$ cat config.mk
export PLATFORM = sky130hd
export DESIGN_NAME = rcfg_port
export DESIGN_NICKNAME = d
export VERILOG_FILES = /design/src/verilog/rcfg_pkg.sv /design/src/verilog/rcfg_sync.sv /design/src/verilog/rcfg_port.sv
export SDC_FILE = /design/constraint.sdc
export NUM_CORES = 1
export LEC_CHECK = 0
export BUFFER_PORTS_ARGS = -buffer_cell sky130_fd_sc_hd__buf_2
export CAP_MARGIN = 5
export CORE_MARGIN = 2
export CORE_UTILIZATION = 45
export CTS_BUF_LIST = sky130_fd_sc_hd__clkbuf_8
export DETAILED_ROUTE_END_ITERATION = 7
export HOLD_SLACK_MARGIN = 0.03
export PLACE_DENSITY_LB_ADDON = 0.25
export SETUP_SLACK_MARGIN = 0.1
export SLEW_MARGIN = 20
export SYNTH_ARGS = -nofsm -noshare
export SYNTH_HDL_FRONTEND = slang
export SYNTH_SLANG_ARGS = --single-unit
export TNS_END_PERCENT = 30
$ cat constraint.sdc
create_clock -name mclk -period 6.7 [get_ports mclk]
set_clock_uncertainty 0.2 [all_clocks]
set_input_delay 0.67 -clock mclk [delete_from_list [all_inputs] [get_ports mclk]]
set_output_delay 0.67 -clock mclk [all_outputs]
set_load 0.005 [all_outputs]
$ cat src/verilog/rcfg_pkg.sv
// Behaviour
// - Mute off when mute pin and bit differ
// - Auto-poll bit alternates sleep and polling
// - Sleep code doubles period, 10ms to 1280ms
// - Window code resets to 111, the shortest
// - 433.92MHz window 570..305us, scaled by bandwidth
// - 315MHz window 785..420us, halved per bandwidth step
// - Valid-bit count codes select 0,4,8,16
// - Slice code 01,10,11,00 gives 30..60 percent
// - Bandwidth code 00..11 gives 1625..13000Hz
// - Idle port drives demodulated data out when awake
// - Clock high releases data pin to host
// - No clock edge for 200us (one 5kHz period) resets interface
// - Bits shift in most significant first
// - Partial load ends at bit 0
// - Stop: data pulse with clock high, clock low
// - Polling holds the data output low
// - Valid bit outlasts window, shorter is bad
// - Four consecutive bad bits return to sleep
// - After release stays awake until reprogrammed
package rcfg_pkg;

  // ----------------------------------------------------------------
  // Timing
  // ----------------------------------------------------------------
  localparam int unsigned CLK_HZ = 25_000_000;
  localparam int unsigned SCLK_MIN_HZ = 5_000;
  localparam int unsigned SCLK_TO_CYC = CLK_HZ / SCLK_MIN_HZ;
  localparam int unsigned SLEEP_BASE_MS = 10;
  localparam int unsigned SLEEP_BASE_CYC = CLK_HZ / 1000 * SLEEP_BASE_MS;
  localparam int unsigned CYC_PER_US = CLK_HZ / 1_000_000;
  localparam logic [2:0] BAD_LIMIT = 3'h4;

  // ----------------------------------------------------------------
  // Setting word
  // ----------------------------------------------------------------
  localparam int unsigned WORD_W = 20;
  localparam logic [4:0] WORD_W5 = 5'h14;
  localparam logic [19:0] WORD_RST = 20'h42e78;

  typedef struct packed {
    logic must_zero_hi;     // Bit 19
    logic must_one;         // Bit 18
    logic mute_control_bit; // Bit 17
    logic must_zero_lo;     // Bit 16
    logic autopoll_enable_bit; // Bit 15
    logic [2:0] sleep_time;    // Bits 14:12
    logic [2:0] check_window;  // Bits 11:9
    logic [1:0] valid_count;   // Bits 8:7
    logic [1:0] slice_level;   // Bits 6:5
    logic [1:0] demod_bw;      // Bits 4:3
    logic [2:0] low_bits;      // Bits 2:0
  } rcfg_word_t;

  // Valid-bit requirements per code
  localparam logic [4:0] VBITS_C0 = 5'h00;
  localparam logic [4:0] VBITS_C1 = 5'h04;
  localparam logic [4:0] VBITS_C2 = 5'h08;
  localparam logic [4:0] VBITS_C3 = 5'h10;

  // Window in us at narrowest bandwidth code 00, code 7 first
  localparam logic [7:0][9:0] WIN_433_US = {10'd305, 10'd343, 10'd381,
    10'd419, 10'd457, 10'd494, 10'd532, 10'd570};
  localparam logic [7:0][9:0] WIN_315_US = {10'd420, 10'd473, 10'd525,
    10'd577, 10'd629, 10'd681, 10'd733, 10'd785};

  // Pin sampler bit positions
  localparam int unsigned PIN_SCLK = 0;
  localparam int unsigned PIN_DIO = 1;
  localparam int unsigned PIN_DEMOD = 2;
  localparam int unsigned PIN_MUTE = 3;
  localparam int unsigned PIN_BAND = 4;
  localparam int unsigned PIN_N = 5;

  typedef enum {
    SP_IDLE, SP_REL, SP_ARM_LO, SP_ARM_HI, SP_ARM_PULSE,
    SP_SHIFT, SP_STOP1, SP_STOP2, SP_HOLD
  } rcfg_sp_t;

  typedef enum { RX_AWAKE, RX_SLEEP, RX_POLL } rcfg_rx_t;

endpackage

$ cat src/verilog/rcfg_sync.sv
`timescale 1ns/1ps
module rcfg_sync #(
  parameter int unsigned W = 1
) (
  // Clock and reset
  input wire logic mclk,
  input wire logic rstn,
  // Levels
  input wire logic [W-1:0] async_in,
  output logic [W-1:0] sync_out
);
  logic [W-1:0] meta_r;

  // ------------------------------------------------------------
  // Two-flop level synchroniser
  // ------------------------------------------------------------
  always_ff @(posedge mclk or negedge rstn) begin
    if (!rstn) begin
      meta_r <= '0;
      sync_out <= '0;
    end else begin
      meta_r <= async_in;
      sync_out <= meta_r;
    end
  end
endmodule

$ cat src/verilog/rcfg_port.sv
`timescale 1ns/1ps
module rcfg_port #(
  parameter int unsigned TIMEOUT_CYC = rcfg_pkg::SCLK_TO_CYC,
  parameter int unsigned SLEEP_BASE_CYC = rcfg_pkg::SLEEP_BASE_CYC
) (
  // Clock and reset
  input wire logic mclk,
  input wire logic rstn,
  // Serial pins
  input wire logic sclk_pin,
  input wire logic dio_in,
  output logic dio_out,
  output logic dio_oe,
  // Parallel pins
  input wire logic noise_mute_pin,
  input wire logic band_pick_0,
  // Receive path
  input wire logic demod_raw,
  output logic radio_sleep,
  output logic mute_enable,
  // Setting word
  output rcfg_pkg::rcfg_word_t cfg_word
);

  // ------------------------------------------------------------
  // Pin sampling
  // ------------------------------------------------------------
  logic [rcfg_pkg::PIN_N-1:0] pins_s;
  logic sclk_s, din_s, dem_s, mute_s, band_s;
  logic sclk_d, din_d, dem_d;

  rcfg_sync #(.W(rcfg_pkg::PIN_N)) u_sync (
    .mclk(mclk),
    .rstn(rstn),
    .async_in({band_pick_0, noise_mute_pin, demod_raw, dio_in, sclk_pin}),
    .sync_out(pins_s)
  );

  assign sclk_s = pins_s[rcfg_pkg::PIN_SCLK];
  assign din_s = pins_s[rcfg_pkg::PIN_DIO];
  assign dem_s = pins_s[rcfg_pkg::PIN_DEMOD];
  assign mute_s = pins_s[rcfg_pkg::PIN_MUTE];
  assign band_s = pins_s[rcfg_pkg::PIN_BAND];

  // Edge history
  always_ff @(posedge mclk or negedge rstn) begin
    if (!rstn) begin
      sclk_d <= 1'b0;
      din_d <= 1'b0;
      dem_d <= 1'b0;
    end else begin
      sclk_d <= sclk_s;
      din_d <= din_s;
      dem_d <= dem_s;
    end
  end

  logic sclk_rise, din_rise;
  assign sclk_rise = sclk_s & ~sclk_d;
  assign din_rise = din_s & ~din_d;

  // ------------------------------------------------------------
  // Serial framing
  // ------------------------------------------------------------
  rcfg_pkg::rcfg_sp_t sp_r;
  logic [19:0] shift_r;
  logic [4:0] nbits_r;
  logic [19:0] word_r;
  logic [31:0] idle_cnt_r;
  logic commit;
  logic timeout;
  logic [19:0] load_mask;

  assign timeout = (idle_cnt_r >= TIMEOUT_CYC) && (sp_r != rcfg_pkg::SP_IDLE)
    && (sp_r != rcfg_pkg::SP_HOLD);
  assign commit = (sp_r == rcfg_pkg::SP_STOP2) && !sclk_s && !timeout;

  // Watchdog on shift clock activity
  always_ff @(posedge mclk or negedge rstn) begin
    if (!rstn) begin
      idle_cnt_r <= '0;
    end else if (sclk_s != sclk_d || sp_r == rcfg_pkg::SP_IDLE) begin
      idle_cnt_r <= '0;
    end else if (!timeout) begin
      idle_cnt_r <= idle_cnt_r + 32'h1;
    end
  end

  // Framing state machine
  always_ff @(posedge mclk or negedge rstn) begin
    if (!rstn) begin
      sp_r <= rcfg_pkg::SP_IDLE;
    end else if (timeout) begin
      sp_r <= rcfg_pkg::SP_HOLD;
    end else begin
      case (sp_r)
        rcfg_pkg::SP_IDLE: begin
          if (sclk_s) sp_r <= rcfg_pkg::SP_REL;
        end
        rcfg_pkg::SP_REL: begin
          if (!sclk_s) begin
            sp_r <= din_s ? rcfg_pkg::SP_IDLE : rcfg_pkg::SP_ARM_LO;
          end
        end
        rcfg_pkg::SP_ARM_LO: begin
          if (sclk_s) begin
            sp_r <= din_s ? rcfg_pkg::SP_HOLD : rcfg_pkg::SP_ARM_HI;
          end
        end
        rcfg_pkg::SP_ARM_HI: begin
          if (!sclk_s) sp_r <= rcfg_pkg::SP_IDLE;
          else if (din_s) sp_r <= rcfg_pkg::SP_ARM_PULSE;
        end
        rcfg_pkg::SP_ARM_PULSE: begin
          if (!sclk_s) sp_r <= rcfg_pkg::SP_IDLE;
          else if (!din_s) sp_r <= rcfg_pkg::SP_SHIFT;
        end
        rcfg_pkg::SP_SHIFT: begin
          if (sclk_s && sclk_d && din_rise) sp_r <= rcfg_pkg::SP_STOP1;
        end
        rcfg_pkg::SP_STOP1: begin
          if (!sclk_s) sp_r <= rcfg_pkg::SP_IDLE;
          else if (!din_s) sp_r <= rcfg_pkg::SP_STOP2;
        end
        rcfg_pkg::SP_STOP2: begin
          if (!sclk_s) sp_r <= rcfg_pkg::SP_IDLE;
        end
        rcfg_pkg::SP_HOLD: begin
          if (!sclk_s) sp_r <= rcfg_pkg::SP_IDLE;
        end
        default: sp_r <= rcfg_pkg::SP_IDLE;
      endcase
    end
  end

  // Bit capture on rising shift clock, MSB first
  always_ff @(posedge mclk or negedge rstn) begin
    if (!rstn) begin
      shift_r <= '0;
      nbits_r <= '0;
    end else if (sp_r == rcfg_pkg::SP_ARM_PULSE) begin
      shift_r <= '0;
      nbits_r <= '0;
    end else if (sp_r == rcfg_pkg::SP_SHIFT && sclk_rise) begin
      shift_r <= {shift_r[18:0], din_s};
      if (nbits_r != rcfg_pkg::WORD_W5) nbits_r <= nbits_r + 5'h1;
    end
  end

  // Bits sent cover positions nbits-1 down to 0
  always_comb begin
    if (nbits_r >= rcfg_pkg::WORD_W5) begin
      load_mask = '1;
    end else begin
      load_mask = (20'h1 << nbits_r) - 20'h1;
    end
  end

  // Setting word update at stop
  always_ff @(posedge mclk or negedge rstn) begin
    if (!rstn) begin
      word_r <= rcfg_pkg::WORD_RST;
    end else if (commit) begin
      word_r <= (word_r & ~load_mask) | (shift_r & load_mask);
    end
  end

  assign cfg_word = word_r;

  // ------------------------------------------------------------
  // Setting decode
  // ------------------------------------------------------------
  rcfg_pkg::rcfg_word_t w;
  logic [9:0] win_us;
  logic [19:0] win_cyc;
  logic [4:0] need_valid;

  assign w = word_r;

  // Window base from band and code, halved per bandwidth step
  always_comb begin
    if (band_s) begin
      win_us = rcfg_pkg::WIN_433_US[w.check_window];
    end else begin
      win_us = rcfg_pkg::WIN_315_US[w.check_window];
    end
    win_cyc = 20'(win_us * 20'(rcfg_pkg::CYC_PER_US)) >> w.demod_bw;
  end

  // Valid-bit requirement
  always_comb begin
    case (w.valid_count)
      2'h0: need_valid = rcfg_pkg::VBITS_C0;
      2'h1: need_valid = rcfg_pkg::VBITS_C1;
      2'h2: need_valid = rcfg_pkg::VBITS_C2;
      2'h3: need_valid = rcfg_pkg::VBITS_C3;
      default: need_valid = rcfg_pkg::VBITS_C0;
    endcase
  end

  // Mute active only when pin and bit agree
  always_ff @(posedge mclk or negedge rstn) begin
    if (!rstn) begin
      mute_enable <= 1'b0;
    end else begin
      mute_enable <= (mute_s == w.mute_control_bit);
    end
  end

  // ------------------------------------------------------------
  // Auto-poll sequencer
  // ------------------------------------------------------------
  rcfg_pkg::rcfg_rx_t rx_r;
  logic [31:0] sleep_cnt_r;
  logic [19:0] run_r;
  logic [4:0] valid_r;
  logic [2:0] bad_r;
  logic dem_edge, bit_ok;

  assign dem_edge = dem_s ^ dem_d;
  assign bit_ok = run_r > win_cyc;

  // Mark and space length counter
  always_ff @(posedge mclk or negedge rstn) begin
    if (!rstn) begin
      run_r <= '0;
    end else if (dem_edge || rx_r != rcfg_pkg::RX_POLL) begin
      run_r <= '0;
    end else if (run_r != '1) begin
      run_r <= run_r + 20'h1;
    end
  end

  // Sleep, poll and continuous receive
  always_ff @(posedge mclk or negedge rstn) begin
    if (!rstn) begin
      rx_r <= rcfg_pkg::RX_AWAKE;
      sleep_cnt_r <= '0;
      valid_r <= '0;
      bad_r <= '0;
    end else if (commit) begin
      rx_r <= (shift_r[15] || !load_mask[15]) && (load_mask[15] ? shift_r[15]
        : w.autopoll_enable_bit) ? rcfg_pkg::RX_SLEEP
        : rcfg_pkg::RX_AWAKE;
      sleep_cnt_r <= '0;
      valid_r <= '0;
      bad_r <= '0;
    end else begin
      case (rx_r)
        rcfg_pkg::RX_AWAKE: rx_r <= rcfg_pkg::RX_AWAKE;
        rcfg_pkg::RX_SLEEP: begin
          if (sleep_cnt_r >= (SLEEP_BASE_CYC << w.sleep_time) - 1) begin
            rx_r <= rcfg_pkg::RX_POLL;
            sleep_cnt_r <= '0;
            valid_r <= '0;
            bad_r <= '0;
          end else begin
            sleep_cnt_r <= sleep_cnt_r + 32'h1;
          end
        end
        rcfg_pkg::RX_POLL: begin
          if (valid_r >= need_valid) begin
            rx_r <= rcfg_pkg::RX_AWAKE;
          end else if (dem_edge && bit_ok) begin
            valid_r <= valid_r + 5'h1;
            bad_r <= '0;
          end else if (dem_edge) begin
            valid_r <= '0;
            if (bad_r == rcfg_pkg::BAD_LIMIT - 3'h1) begin
              rx_r <= rcfg_pkg::RX_SLEEP;
              bad_r <= '0;
            end else begin
              bad_r <= bad_r + 3'h1;
            end
          end
        end
        default: rx_r <= rcfg_pkg::RX_AWAKE;
      endcase
    end
  end

  // ------------------------------------------------------------
  // Pin drive
  // ------------------------------------------------------------
  always_ff @(posedge mclk or negedge rstn) begin
    if (!rstn) begin
      dio_oe <= 1'b1;
      dio_out <= 1'b0;
      radio_sleep <= 1'b0;
    end else begin
      dio_oe <= (sp_r == rcfg_pkg::SP_IDLE) && !sclk_s;
      dio_out <= (rx_r == rcfg_pkg::RX_AWAKE) ? dem_s : 1'b0;
      radio_sleep <= (rx_r == rcfg_pkg::RX_SLEEP);
    end
  end

endmodule

==> impl_results.md <==
* Least-Margin Pin Slew at between 0.9 and 1 ns
* GPL Wtd Cong at between 0.8 and 0.9
* Critical path's slowest cell: dfstp_2
* Reg clk slew, reported paths at about 0.1 ns
* Placed cell areas at 11400 µm²
* Final Setup Violations at 0
* PD cells at 244 nW/µm²
* Die width at around 160 µm
* Peak supply drop at 0.212 mV
* Initial Util at 45.8%
* Worst-Skew Late Latency at 0.48 ns
* Minimum clock period at 6.33 ns
* Max Root-Sink Buffers at 2
* Hold Fails Final Rpt at 0
* Family with the most delay on the worst path: adder cells
* Number of antenna violations at the first check in global routing at 0
* Largest net degree at the start of global routing at 100
* Vias per cell at ~5.7
* CTS tree: built
* #FFs+latches synth at 160
* Synthesis warning total at 0
* Core area at 24200 µm²
* 1st-pass router iterations at 5
* Syn_nets at 1380
* Max_slew headroom at 36.0%
* Critical Path Most Common Cell: ha_1
* Number of global-route vias before repair at 8363
* Final nets at 1385
* Gate Count Post-Synth at 1267
* CP max FO at 7
* N_diodes at 0
* DIE AREA at 25900 µm²
* HP Class: input port to async pin
* DRC at 0
* Syn Area/Cell at 8.76 µm²
* CTS root buf: clkbuf_8
* Arr. time, crit path at 6.50 ns
* Wirelength per Cell at between 15 and 20 µm
* Io pins at 31
* CP Launch Type: register
* Drt total wl at approximately 24 mm
* Worst Setup End Kind: register
* Grt ovf at 0
* Outcome: complete, no violations
* Die Ht at 161 µm
* Netlist cell types at 82
* Fin cells at 1609
* Final TNS setup at 0 ns
* PortBufs at 30
* Crit Path Category: register to register
* Worst path buffer plus inverter count at 3
* Post-DRT Antenna Nets at 0
* Number of synthesized flops with an enable pin at 0
* Row cnt at 57
* Detailed router's first-iteration violation count at 749
* Pwr Total at 0.00291 W
* Mapped cell area at 11100 µm²
* Gr usage total at 19.2%
* Post-route cell area at around 12000 µm²
* Dpl hpwl at 17.1 mm
* Maxcap violations at 0
* Commonest cells after routing, fill and taps aside: nand2_1, dfrtp_1, nor2_1
* Commonest non-fill, non-tap cell in the layout: nand2_1
* CTS H-tree depth at 4
* Period utilization at 94.5%
* Dpl cells at 1571
* Post-synthesis sequential area ratio at 36.2%
* First-pass GRT wire length at a little over 40 mm
* Crit path largest cell delay at 0.60 ns
* CTS sink count at 160
* Final core utilization at 49.2%
* Vias at 9135
* Critical Path RT at around 6.9 ns
* Layout cells sized above 1 at 11.0%
* Top_reg_cell synth: dfrtp_1
* Synth-to-Final Area Change at 7.49%
* Max Fclk at 158 MHz
* Final Max Slew Viols at 0
* Fraction of registers with async set/reset at 100%
* Number of CTS-inserted buffers at 17
* LEAKAGE at 5.22 nW
## worst paths after layout
check | startpoint | end | slack (ns) | cells after the start
setup / recovery | register | bad_r[0] | 0.37 | 25
hold reg to reg | u_sync.meta_r[2] | u_sync.sync_out[2] | 0.15 | 0
min in group mclk | dio_in | u_sync.meta_r[1] | 0.09 | 1
setup reg to reg | register | bad_r[0] | 0.37 | 25
hold / removal | rstn | run_r[11] | 0.08 | 1
max in group asynchronous | rstn | dem_d | 4.82 | 2
## power breakdown
group	switching, W	internal [W]	total, W
Clock	0.000427	0.000325	0.000752
Sequential	0.0000985	0.00104	0.00114
Combinational	0.000647	0.000380	0.00103
Total	0.00117	0.00174	0.00291
## synth_stat cells, types with 24 or more instances
master / count / share of area (%)
nor2_1: 114 / 3.9
nor3_1: 25 / 1.1
nand2_1: 153 / 5.2
dfrtp_1: 150 / 34
a31oi_1: 26 / 1.5
xor2_1: 34 / 2.7
a21oi_1: 77 / 3.5
xnor2_1: 29 / 2.3
mux2_2: 24 / 2.4
nand3_1: 54 / 2.4
o21ai_0: 103 / 4.6
ha_1: 101 / 11
inv_1: 48 / 1.6
clkbuf_1: 39 / 1.3
## layer usage
metal / share of wire, % / track usage, % / wire [µm]
met1: 49 / 27.7 / 11900
met2: 46 / 29.9 / 11300
met3: 3.6 / 3.57 / 888
met4: 1.3 / 4.87 / 327
met5: 0 / 0 / 0
## metrics by stage
stage,hold slack (ns),setup slack [ns]
detailed placement,0.136,0.255
floorplan,0.131,0.850
CTS,0.0610,0.249
finish,0.0810,0.367
global placement,0.132,0.425
global route,0.0590,-0.00708
## kinds of logic after synthesis
group / Yosys count / share of synthesized area, %
adders and majority gates: 106 / 12.3
muxes: 38 / 3.78
AOI/OAI and AO/OA: 304 / 16.8
other: 1 / 0.0338
xor gates and xnor gates: 63 / 4.97
DFF: 160 / 36.2
buffers and inverters: 110 / 4.43
and+or+nand+nor: 485 / 21.5
## cell type report
cell class | count | area (µm²)
sequential | 160 | 4020
inverter | 51 | 191
clock buffer | 18 | 248
timing repair buffer | 45 | 269
fill | 2351 | 12300
clock inverter | 14 | 168
multi-input combinational | 997 | 6630
tap | 324 | 405
## timing repair
action / CTS / global route
hold buffers: 0 / 0
resized for setup: 0 / 12
setup buffers: 0 / 6
endpoints found under the setup margin: 0 / 9
(Power assumes the default switching activity.)
